**config.mk**
```make
export PLATFORM = sky130hd
export DESIGN_NAME = pmw_power_wake
export DESIGN_NICKNAME = d
export VERILOG_FILES = /design/src/verilog/pmw_pkg.sv /design/src/verilog/pmw_power_wake.sv
export SDC_FILE = /design/constraint.sdc
export NUM_CORES = 1
export LEC_CHECK = 0
export ABC_AREA = 0
export BUFFER_PORTS_ARGS = -buffer_cell sky130_fd_sc_hd__clkbuf_2
export CORE_ASPECT_RATIO = 1.1
export CORE_MARGIN = 2
export CORE_UTILIZATION = 40
export DETAILED_ROUTE_END_ITERATION = 8
export SKIP_CTS_REPAIR_TIMING = 1
export SYNTH_ARGS = -nofsm -noshare
export SYNTH_HDL_FRONTEND = slang
export SYNTH_SLANG_ARGS = --single-unit
```
**constraint.sdc**
```tcl
create_clock -name clock_in -period 2.6 [get_ports clock_in]
set_clock_uncertainty 0.15 [all_clocks]
set_input_delay 0.26 -clock clock_in [delete_from_list [all_inputs] [get_ports clock_in]]
set_output_delay 0.26 -clock clock_in [all_outputs]
set_load 0.02 [all_outputs]
```
**src/verilog/pmw_pkg.sv**
```systemverilog
// Constants, register map and carrier types for the power mode and wake control block.
// Assumes one 250 MHz clock and a classic Wishbone master with 32-bit data.
package pmw_pkg;
    // ==========================================================
    // Sizes
    localparam int NUM_PORTS = 5;
    localparam int ADDR_BYTES = 6;
    localparam int SYNC_BYTES = 6;
    localparam int ADDR_REPS = 16;

    // ==========================================================
    // Register byte addresses
    localparam logic [7:0] ADR_PWR_CTRL = 8'h00;
    localparam logic [7:0] ADR_PORT_PD = 8'h04;
    localparam logic [7:0] ADR_QUIET = 8'h08;
    localparam logic [7:0] ADR_WAKE_CFG = 8'h0C;
    localparam logic [7:0] ADR_WAKE_STAT = 8'h10;
    localparam logic [7:0] ADR_NODE_LO = 8'h14;
    localparam logic [7:0] ADR_NODE_HI = 8'h18;
    localparam logic [7:0] ADR_STATUS = 8'h1C;

    // ==========================================================
    // Fields
    localparam int MODE_LSB = 3;
    localparam logic [1:0] MODE_NORMAL = 2'h0;
    localparam logic [1:0] MODE_ENERGY_DETECT_POWER_DOWN = 2'h1;
    localparam logic [1:0] MODE_SOFT = 2'h2;
    localparam logic [1:0] MODE_RSVD = 2'h3;
    localparam int WCFG_EN_ENERGY = 8;
    localparam int WCFG_EN_LINK = 9;
    localparam int WCFG_EN_PATTERN = 10;
    localparam int WCFG_PME_EN = 11;
    localparam int WCFG_ROUTE_INT = 12;
    localparam int ST_ENERGY = 0;
    localparam int ST_LINK = 1;
    localparam int ST_PATTERN = 2;
    localparam int STAT_LOW_BIT = 2;
    localparam int STAT_STRAP_LSB = 8;

    // ==========================================================
    // Values after reset
    localparam logic [1:0] MODE_RST = MODE_NORMAL;
    localparam logic [4:0] PORT_PD_RST = 5'h00;
    localparam logic [23:0] QUIET_RST = 24'h00_0400;
    localparam logic [12:0] WAKE_CFG_RST = 13'h000A;
    // Node address reset value is arbitrary.
    localparam logic [47:0] NODE_ADDR_RST = 48'h0000_0000_0000;

    // ==========================================================
    // Timing
    localparam int CLK_PERIOD_NS = 4;
    localparam int ENERGY_PRESENT_NS = 100;
    localparam int ENERGY_PRESENT_CYC = (ENERGY_PRESENT_NS + CLK_PERIOD_NS - 1) / CLK_PERIOD_NS;
    localparam int REF_PERIOD_NS = 40;
    localparam int REF_DIV_CYC = REF_PERIOD_NS / CLK_PERIOD_NS;
    localparam int LINK_PULSE_NS = 16000;
    localparam int LINK_PULSE_CYC = LINK_PULSE_NS / CLK_PERIOD_NS;

    // ==========================================================
    // Carrier
    typedef struct packed {
        logic cyc;
        logic stb;
        logic we;
        logic [7:0] adr;
        logic [3:0] sel;
        logic [31:0] dat;
    } pmw_wb_req_t;

    function automatic logic [31:0] pmw_merge(input logic [31:0] old_v,
                                              input logic [31:0] new_v,
                                              input logic [3:0] sel);
        logic [31:0] r;
        r = old_v;
        for (int i = 0; i < 4; i++)
        begin
            if (sel[i])
            begin
                r[8*i +: 8] = new_v[8*i +: 8];
            end
        end
        return r;
    endfunction

    function automatic logic [7:0] pmw_addr_byte(input logic [47:0] addr,
                                                 input logic [2:0] idx);
        return addr[8'(47 - 8 * int'(idx)) -: 8];
    endfunction
endpackage

```
**src/verilog/pmw_power_wake.sv**
```systemverilog
// Global power mode sequencer, per-port power down and wake event detection.
// Assumes a classic Wishbone master on the same clock; PHY levels and straps are asynchronous.
`timescale 1ns/100ps
module pmw_power_wake
    import pmw_pkg::*;
(
    input wire logic clock_in,
    input wire logic rst_in,
    input wire pmw_wb_req_t wb_in,
    output logic [31:0] wb_dat_out,
    output logic wb_ack_out,
    input wire logic [NUM_PORTS-1:0] cable_energy_in,
    input wire logic [NUM_PORTS-1:0] link_up_in,
    input wire logic [3:0] strap_in,
    input wire logic rx_valid_in,
    input wire logic rx_sof_in,
    input wire logic [7:0] rx_data_in,
    output logic pll_enable_out,
    output logic mac_enable_out,
    output logic host_if_enable_out,
    output logic [NUM_PORTS-1:0] phy_enable_out,
    output logic [NUM_PORTS-1:0] energy_detect_out,
    output logic link_pulse_out,
    output logic [3:0] strap_config_out,
    output logic power_event_out_n,
    output logic interrupt_out_n
);
    // ==========================================================
    // Synchronisers
    logic [NUM_PORTS-1:0] energy_m_q, energy_s_q, link_m_q, link_s_q, link_prev_q;
    logic [3:0] strap_m_q, strap_s_q;

    always_ff @(posedge clock_in)
    begin
        energy_m_q <= cable_energy_in;
        energy_s_q <= energy_m_q;
        link_m_q <= link_up_in;
        link_s_q <= link_m_q;
        strap_m_q <= strap_in;
        strap_s_q <= strap_m_q;
    end

    // ==========================================================
    // Registers
    logic soft_rst_q, srst;
    logic [1:0] mode_q;
    logic [4:0] port_pd_q;
    logic [23:0] quiet_q;
    logic [12:0] wcfg_q;
    logic [2:0] wstat_q, wstat_d;
    logic [47:0] node_q;
    logic low_q, ack_q;
    logic [31:0] rdat_q;
    logic [3:0] strap_cfg_q;
    logic strap_load_q;

    // Soft reset returns every register but the bus slave, strap latch and synchronisers to its default as soft power down ends.
    assign srst = rst_in | soft_rst_q;

    wire acc = wb_in.cyc & wb_in.stb & ~ack_q;
    // Writes land at the edge that samples ack high, the one at which the master takes the answer.
    wire wr = wb_in.cyc & wb_in.stb & wb_in.we & ack_q;
    wire wr_ctrl = wr && wb_in.adr == ADR_PWR_CTRL && wb_in.sel[0];
    wire wr_pd = wr && wb_in.adr == ADR_PORT_PD;
    wire wr_quiet = wr && wb_in.adr == ADR_QUIET;
    wire wr_wcfg = wr && wb_in.adr == ADR_WAKE_CFG;
    wire wr_wstat = wr && wb_in.adr == ADR_WAKE_STAT && wb_in.sel[0];
    wire wr_nlo = wr && wb_in.adr == ADR_NODE_LO;
    wire wr_nhi = wr && wb_in.adr == ADR_NODE_HI;
    wire [1:0] mode_wr = wb_in.dat[MODE_LSB +: 2];
    // Code 11 is reserved and leaves the mode alone.
    wire mode_take = wr_ctrl && mode_wr != MODE_RSVD;
    wire soft_exit = mode_take && mode_q == MODE_SOFT && mode_wr != MODE_SOFT;

    wire [31:0] pd_w = pmw_merge({27'h000_0000, port_pd_q}, wb_in.dat, wb_in.sel);
    wire [31:0] quiet_w = pmw_merge({8'h00, quiet_q}, wb_in.dat, wb_in.sel);
    wire [31:0] wcfg_w = pmw_merge({19'h0_0000, wcfg_q}, wb_in.dat, wb_in.sel);
    wire [31:0] nlo_w = pmw_merge(node_q[31:0], wb_in.dat, wb_in.sel);
    wire [31:0] nhi_w = pmw_merge({16'h0000, node_q[47:32]}, wb_in.dat, wb_in.sel);

    always_ff @(posedge clock_in)
    begin
        if (srst)
        begin
            mode_q <= MODE_RST;
            port_pd_q <= PORT_PD_RST;
            quiet_q <= QUIET_RST;
            wcfg_q <= WAKE_CFG_RST;
            node_q <= NODE_ADDR_RST;
        end
        else
        begin
            if (mode_take && !soft_exit)
            begin
                mode_q <= mode_wr;
            end
            if (wr_pd)
            begin
                port_pd_q <= pd_w[4:0];
            end
            if (wr_quiet)
            begin
                quiet_q <= quiet_w[23:0];
            end
            if (wr_wcfg)
            begin
                wcfg_q <= wcfg_w[12:0];
            end
            if (wr_nlo)
            begin
                node_q[31:0] <= nlo_w;
            end
            if (wr_nhi)
            begin
                node_q[47:32] <= nhi_w[15:0];
            end
        end
    end

    always_ff @(posedge clock_in)
    begin
        if (rst_in)
        begin
            soft_rst_q <= 1'b0;
            strap_load_q <= 1'b1;
            strap_cfg_q <= 4'h0;
        end
        else
        begin
            soft_rst_q <= soft_exit;
            strap_load_q <= soft_rst_q;
            if (strap_load_q)
            begin
                strap_cfg_q <= strap_s_q;
            end
        end
    end

    // ==========================================================
    // Wishbone slave: one wait state, unmapped reads return zero.
    // The management port stays served in every mode.
    wire [31:0] status_v = {20'h0_0000, strap_cfg_q, 5'h00, low_q, mode_q};
    wire [31:0] rd_mux =
        (wb_in.adr == ADR_PWR_CTRL) ? {27'h000_0000, mode_q, 3'h0} :
        (wb_in.adr == ADR_PORT_PD) ? {27'h000_0000, port_pd_q} :
        (wb_in.adr == ADR_QUIET) ? {8'h00, quiet_q} :
        (wb_in.adr == ADR_WAKE_CFG) ? {19'h0_0000, wcfg_q} :
        (wb_in.adr == ADR_WAKE_STAT) ? {29'h0000_0000, wstat_q} :
        (wb_in.adr == ADR_NODE_LO) ? node_q[31:0] :
        (wb_in.adr == ADR_NODE_HI) ? {16'h0000, node_q[47:32]} :
        (wb_in.adr == ADR_STATUS) ? status_v : 32'h0000_0000;

    always_ff @(posedge clock_in)
    begin
        if (rst_in)
        begin
            ack_q <= 1'b0;
            rdat_q <= 32'h0000_0000;
        end
        else
        begin
            ack_q <= acc;
            rdat_q <= acc ? rd_mux : 32'h0000_0000;
        end
    end

    assign wb_ack_out = ack_q;
    assign wb_dat_out = rdat_q;

    // ==========================================================
    // Reference tick and energy-detect sequencing
    logic [3:0] div_q;
    logic [23:0] quiet_cnt_q;
    logic [5:0] en_cnt_q;
    logic [11:0] pulse_cnt_q;
    logic [7:0] wen_cnt_q;

    wire ref_tick = div_q == 4'(REF_DIV_CYC - 1);
    wire [4:0] energy_live = energy_s_q & ~port_pd_q;
    wire energy_any = |energy_live;
    wire energy_detect_power_down = mode_q == MODE_ENERGY_DETECT_POWER_DOWN;
    wire go_low = energy_detect_power_down && !low_q && !energy_any && quiet_cnt_q > quiet_q;
    // Energy must already have been seen for the full 100 ns before this cycle.
    wire go_high = low_q && energy_any && en_cnt_q >= 6'(ENERGY_PRESENT_CYC);

    always_ff @(posedge clock_in)
    begin
        if (srst)
        begin
            div_q <= 4'h0;
            quiet_cnt_q <= 24'h00_0000;
            en_cnt_q <= 6'h00;
            pulse_cnt_q <= 12'h000;
            low_q <= 1'b0;
        end
        else
        begin
            div_q <= ref_tick ? 4'h0 : div_q + 4'h1;
            if (energy_any || !energy_detect_power_down || low_q)
            begin
                quiet_cnt_q <= 24'h00_0000;
            end
            else if (ref_tick && quiet_cnt_q != 24'hFF_FFFF)
            begin
                quiet_cnt_q <= quiet_cnt_q + 24'h00_0001;
            end
            if (!energy_any || !low_q)
            begin
                en_cnt_q <= 6'h00;
            end
            else if (en_cnt_q != 6'h3F)
            begin
                en_cnt_q <= en_cnt_q + 6'h01;
            end
            if (!energy_detect_power_down || go_high)
            begin
                low_q <= 1'b0;
            end
            else if (go_low)
            begin
                low_q <= 1'b1;
            end
            pulse_cnt_q <= (!low_q || pulse_cnt_q == 12'(LINK_PULSE_CYC - 1)) ? 12'h000 :
                           pulse_cnt_q + 12'h001;
        end
    end

    // ==========================================================
    // Block enables, all registered
    wire running = mode_q == MODE_NORMAL || (energy_detect_power_down && !low_q);
    always_ff @(posedge clock_in)
    begin
        if (srst)
        begin
            pll_enable_out <= 1'b1;
            mac_enable_out <= 1'b1;
            host_if_enable_out <= 1'b1;
            phy_enable_out <= {NUM_PORTS{1'b1}};
            energy_detect_out <= {NUM_PORTS{1'b0}};
            link_pulse_out <= 1'b0;
        end
        else
        begin
            pll_enable_out <= running;
            mac_enable_out <= running;
            host_if_enable_out <= running;
            // Per-port power down gates the PHY whatever the global mode.
            phy_enable_out <= running ? ~port_pd_q : {NUM_PORTS{1'b0}};
            energy_detect_out <= (energy_detect_power_down && low_q) ? ~port_pd_q : {NUM_PORTS{1'b0}};
            link_pulse_out <= low_q && pulse_cnt_q == 12'h000;
        end
    end

    assign strap_config_out = strap_cfg_q;

    // ==========================================================
    // Wake pattern matcher: bytes come from the MAC on this clock.
    logic [2:0] hdr_q, ff_q, pos_q;
    logic [3:0] rep_q;
    logic mc_q, da_eq_q, seq_q, found_q;

    wire [7:0] rb = rx_data_in;
    wire rx_on = rx_valid_in && mac_enable_out;
    wire pos_hit = rb == pmw_addr_byte(node_q, pos_q);
    wire last_copy = rep_q == 4'(ADDR_REPS - 1) && pos_q == 3'(ADDR_BYTES - 1);
    // Broadcast is a multicast address, so the group bit covers both.
    wire da_ok = mc_q || da_eq_q;

    always_ff @(posedge clock_in)
    begin
        if (srst)
        begin
            hdr_q <= 3'h0;
            ff_q <= 3'h0;
            pos_q <= 3'h0;
            rep_q <= 4'h0;
            mc_q <= 1'b0;
            da_eq_q <= 1'b0;
            seq_q <= 1'b0;
            found_q <= 1'b0;
        end
        else
        begin
            found_q <= 1'b0;
            if (rx_on && rx_sof_in)
            begin
                hdr_q <= 3'h1;
                mc_q <= rb[0];
                da_eq_q <= rb == pmw_addr_byte(node_q, 3'h0);
                ff_q <= 3'h0;
                seq_q <= 1'b0;
            end
            else if (rx_on && hdr_q < 3'(ADDR_BYTES))
            begin
                hdr_q <= hdr_q + 3'h1;
                da_eq_q <= da_eq_q && rb == pmw_addr_byte(node_q, hdr_q);
            end
            else if (rx_on && seq_q)
            begin
                if (pos_hit && last_copy)
                begin
                    seq_q <= 1'b0;
                    found_q <= da_ok;
                end
                else if (pos_hit)
                begin
                    pos_q <= (pos_q == 3'(ADDR_BYTES - 1)) ? 3'h0 : pos_q + 3'h1;
                    rep_q <= (pos_q == 3'(ADDR_BYTES - 1)) ? rep_q + 4'h1 : rep_q;
                end
                else
                begin
                    // A break in the copies restarts the search.
                    seq_q <= 1'b0;
                    ff_q <= (rb == 8'hFF) ? 3'h1 : 3'h0;
                end
            end
            else if (rx_on)
            begin
                if (rb == 8'hFF)
                begin
                    ff_q <= (ff_q == 3'(SYNC_BYTES)) ? ff_q : ff_q + 3'h1;
                end
                else if (ff_q == 3'(SYNC_BYTES) && rb == pmw_addr_byte(node_q, 3'h0))
                begin
                    seq_q <= 1'b1;
                    pos_q <= 3'h1;
                    rep_q <= 4'h0;
                    ff_q <= 3'h0;
                end
                else
                begin
                    ff_q <= 3'h0;
                end
            end
        end
    end

    // ==========================================================
    // Wake events, sticky status and event pins
    wire energy_ev = ref_tick && energy_any && wen_cnt_q == wcfg_q[7:0];
    wire link_ev = |(link_s_q & ~link_prev_q & ~port_pd_q);
    wire [2:0] ev = {found_q & wcfg_q[WCFG_EN_PATTERN],
                     link_ev & wcfg_q[WCFG_EN_LINK],
                     energy_ev & wcfg_q[WCFG_EN_ENERGY]};
    // A new event in the clearing cycle survives the clear.
    assign wstat_d = (wstat_q & ~(wr_wstat ? wb_in.dat[2:0] : 3'h0)) | ev;
    wire pend = |wstat_q && wcfg_q[WCFG_PME_EN];

    always_ff @(posedge clock_in)
    begin
        if (srst)
        begin
            link_prev_q <= {NUM_PORTS{1'b0}};
            wen_cnt_q <= 8'h00;
            wstat_q <= 3'h0;
            power_event_out_n <= 1'b1;
            interrupt_out_n <= 1'b1;
        end
        else
        begin
            link_prev_q <= link_s_q;
            if (!energy_any)
            begin
                wen_cnt_q <= 8'h00;
            end
            else if (ref_tick && wen_cnt_q != 8'hFF)
            begin
                wen_cnt_q <= wen_cnt_q + 8'h01;
            end
            wstat_q <= wstat_d;
            power_event_out_n <= !(pend && !wcfg_q[WCFG_ROUTE_INT]);
            interrupt_out_n <= !(pend && wcfg_q[WCFG_ROUTE_INT]);
        end
    end

    // ==========================================================
    // Assertions
    mode_normal_a: assert property (@(posedge clock_in) disable iff (srst)
        mode_q == MODE_NORMAL |=> pll_enable_out && mac_enable_out && phy_enable_out == ~$past(port_pd_q))
        else $error("normal mode did not enable blocks");
    reset_normal_a: assert property (@(posedge clock_in)
        $fell(rst_in) |-> mode_q == MODE_NORMAL && !low_q)
        else $error("mode not normal after reset");
    energy_detect_power_down_entry_a: assert property (@(posedge clock_in) disable iff (srst)
        wr_ctrl && mode_wr == MODE_ENERGY_DETECT_POWER_DOWN && mode_q != MODE_SOFT |=> mode_q == MODE_ENERGY_DETECT_POWER_DOWN)
        else $error("energy detect mode not entered");
    low_power_off_a: assert property (@(posedge clock_in) disable iff (srst)
        low_q && energy_detect_power_down |=> !pll_enable_out && !mac_enable_out && !host_if_enable_out)
        else $error("low power state left clocks running");
    wake_time_a: assert property (@(posedge clock_in) disable iff (srst)
        low_q && energy_detect_power_down && !wr_ctrl |=> low_q == !($past(energy_any) && $past(en_cnt_q) >= 25))
        else $error("low power exit timing wrong");
    soft_off_a: assert property (@(posedge clock_in) disable iff (srst)
        mode_q == MODE_SOFT |=> !pll_enable_out && phy_enable_out == 5'h00)
        else $error("soft power down left blocks on");
    soft_exit_a: assert property (@(posedge clock_in) disable iff (rst_in)
        soft_exit |=> soft_rst_q ##1 mode_q == MODE_NORMAL && wcfg_q == WAKE_CFG_RST)
        else $error("soft power down exit did not reset registers");
    reserved_code_a: assert property (@(posedge clock_in) disable iff (srst)
        wr_ctrl && mode_wr == MODE_RSVD |=> $stable(mode_q))
        else $error("reserved mode code changed the mode");
    sticky_event_a: assert property (@(posedge clock_in) disable iff (srst)
        |ev |=> |wstat_q ##1 (!power_event_out_n || !interrupt_out_n || !$past(pend)))
        else $error("wake event not latched or signalled");

    low_entry_c: cover property (@(posedge clock_in) disable iff (srst) $rose(low_q));
    low_exit_c: cover property (@(posedge clock_in) disable iff (srst) $fell(low_q) && energy_detect_power_down);
    pattern_c: cover property (@(posedge clock_in) disable iff (srst) found_q);
    soft_exit_c: cover property (@(posedge clock_in) disable iff (rst_in) soft_exit);
endmodule // pmw_power_wake

```
==> reports/qor.yml <==
setup_path:
  crit_arrival_ns: 3.22
  critical_path_class: "reg -> reg"
  critPathMaxStageDelay_ns: 0.35
  cp-endpoint: "rep_q[2]"
  r2r_setup_slack_ns: -0.32
  timing.rr.start: "pos_q[2]"
  reg2reg_to: "rep_q[2]"
  critPathSlowestCell: "a222oi_1"
  r2r_cells: 10
  cp_cell_sequence: "ha_4, buf_12, mux2_4, a222oi_1, xnor2_1, a2111oi_2, and4_4, and2_4, nand4_4, o31ai_1"
  critPathCaptureType: "flip-flop"
  path_max_fanout: 6
  crit_required_ns: 2.90
  startpoint: "pos_q[2]"
  startpoint_type: "flip-flop"
logic_synthesis:
  synth_edf_count: 0
  syn_area_per_cell_um2: 8.72
  synth_cells: 1296
  ys_seq_area_frac: 0.448
  yosysTopAreaCellShare: 0.448
  synth-seq-cells: 253
  synth.area.top_cells: "dfxtp_1, nand2_1, nor2_1, a21oi_1, ha_1"
  postSynth.asyncResetShare: 0
  ys_types: 70
  synth_ff_type: "dfxtp_1"
  yosysWarnings: 0
  synth_area_um2: 11300
  synth_top_area_cell: "dfxtp_1"
  synth_nets: 1408
route:
  antenna_left: 0
  vias: 10100
  drtIter0Drc: 684
  vias_per_cell: 5.27
  wire_per_inst_um: 17.1
  drt_first_pass_iters: 5
  drc: 0
  routed_wl_um: 32700
placement:
  io_buffers: 125
  place_congestion: 0.903
  place_hpwl_um: 24200
timing:
  setup_viol: 12
  holdWs_ns: 0.00720
  layout_setup_ws_ns: -0.319
  hold_viol_final: 0
  tightest_slew_ns: 0.564
  final_max_slew_viol_count: 0
  rsz0062_at_grt: "yes"
  fmax_mhz: 343
  relSlewSlack: 0.619
  min_period_ns: 2.92
  fin_crit_sh: 1.12
floorplanning:
  die_h_um: 180
  core_um2: 27800
  dieArea_um2: 29600
  ios: 126
  fp.dieW_um: 164
  initial_core_util: 0.407
  placement_rows: 64
clocking:
  clock_path_buffers: 3
  cts_tree: "built"
  clkTransAtPathRegs_ns: 0.06
  cts_buffers: 28
  h-tree-depth: 1
  clkLatencyLatePin_ns: 0.54
  clock-sinks: 253
  root_buffer: "clkbuf_16"
power_and_ir_drop:
  p_int_mw: 6.90
  switching_power_mw: 1.83
  swShare: 0.210
  peakVddDrop_mv: 0.483
  finalPower_mw: 8.73
  power.density_nw_per_um2: 601
  cellLeakagePower_nw: 5.72
  p_seq_frac: 0.451
  comb_power_share: 0.039
  p_clk_frac: 0.510
finish:
  final_layout_size_suffix_gt1_frac: 0.208
  layout_commonest_cell: "dfxtp_1"
  area_growth_pct: 28.4
  antenna_cells: 0
  fin_nets: 1647
  fin_util: 0.522
  layout_common_cells: "dfxtp_1, nand2_1, nor2_1"
global_route:
  grt-ovfl-total: 0
  grt_pass1_vias: 9493
  grtUsageMet3: 0.0306
  busiest_layer: "met2"
  gr-usage-all-layers: 0.215
  grt_max_degree: 99
  antenna_found_initial: 0
  grt_util_met1: 0.291
  use_met2: 0.353
  grt_pass1_wl_um: 51100
hold_path:
  hp-start: "rx_valid_in"
  hold_path_class: "in -> reg"
run_status:
  violations: "negative setup slack"
  outcome: "complete, but fails checks"
job:
  drv_cap: 0
-- synth_stat cells (5+ instances only) --
library cell / instances
dfxtp_1: 253
nand2_1: 183
nor2_1: 141
a21oi_1: 98
nand3_1: 67
inv_1: 54
mux2i_1: 46
xor2_1: 46
clkbuf_1: 45
ha_1: 39
a22oi_1: 32
o21ai_0: 31
nand4_1: 24
xnor2_1: 23
nor3_1: 22
and2_1: 20
mux2_2: 16
a222oi_1: 12
a31oi_1: 10
mux4_2: 8
nand2b_1: 8
nor4_1: 8
o22ai_1: 8
or3_1: 8
a21o_1: 6
and3_1: 5
-- per-stage QoR --
| step | TNS (ns) | worst slack, ns | cells | cell area (um2) |
|---|---|---|---|---|
| final | -2.63 | -0.319 | 1918 | 14500 |
| after global routing | -4.50 | -0.474 | 1918 | 14500 |
| after CTS | -2.45 | -0.306 | 1862 | 13900 |
| after detailed placement | -2.24 | -0.288 | 1812 | 12900 |
| after global placement | -1.71 | -0.257 | 1812 | 12900 |
| after floorplan | -0.262 | -0.117 | 1296 | 11300 |
-- state kept, by name, indices dropped and copies added, names as in the netlist, 5 cells and up --
register,flops
en_cnt_q,6
node_q,48
port_pd_q,5
energy_detect_out,5
wcfg_q,13
energy_m_q,5
quiet_cnt_q,24
link_s_q,5
phy_enable_out,5
wen_cnt_q,8
quiet_q,24
link_m_q,5
link_prev_q,5
energy_s_q,5
pulse_cnt_q,12
wb_dat_out,32
-- per-layer routing --
layer,share of wire,vias up
li1,-,4991
met1,0.45,4733
met2,0.47,323
met3,0.052,61
met4,0.028,0
met5,0,-
-- power by group through the flow --
stage                     Combinational [mW]  Sequential [mW]  Clock [mW]
after global placement                 0.278             4.03           0
after detailed placement               0.281             4.03           0
final                                  0.341             3.94        4.45
after CTS                              0.282             3.94        4.54
after global routing                   0.368             3.94        4.70
after floorplan                        0.129             4.02           0
-- area by class of cell --
class	instances	area, um2
clock buffer	34	785
clock inverter	16	263
fill	2593	13300
inverter	56	210
multi-input combinational	931	5870
sequential	253	5070
tap	363	454
timing repair buffer	265	1860
-- cell families after synthesis --
| group | Yosys count | share of synthesized area |
|---|---|---|
| adder cells (fa/ha/maj) | 39 | 0.0432 |
| XOR/XNOR | 69 | 0.0535 |
| AO/OA/AOI/OAI | 233 | 0.130 |
| buffers and inverters | 112 | 0.0401 |
| flip-flops | 253 | 0.448 |
| multiplexers | 73 | 0.0763 |
| AND/OR/NAND/NOR | 517 | 0.209 |
-- worst max-delay path: cells and delay by family, from the launching register on --
family,cells,cell delay (ns)
and+or+nand+nor,3,0.60
xor gates and xnor gates,1,0.13
AOI/OAI and AO/OA,3,0.94
adders and majority gates,1,0.28
muxes,1,0.29
buffers and inverters,1,0.12
DFF,1,0.34
-- worst min path at each step --
stage                     to  slack (ns)  cells after the start
6_report            hdr_q[0]       0.007                      3
5_1_grt                 mc_q        0.04                      4
4_1_cts         strap_m_q[2]       -0.35                      1
3_5_place_dp   energy_s_q[0]        0.16                      0
3_3_place_gp    strap_s_q[1]        0.16                      0
2_1_floorplan  energy_m_q[0]        0.14                      0
(Power assumes the default switching activity.)
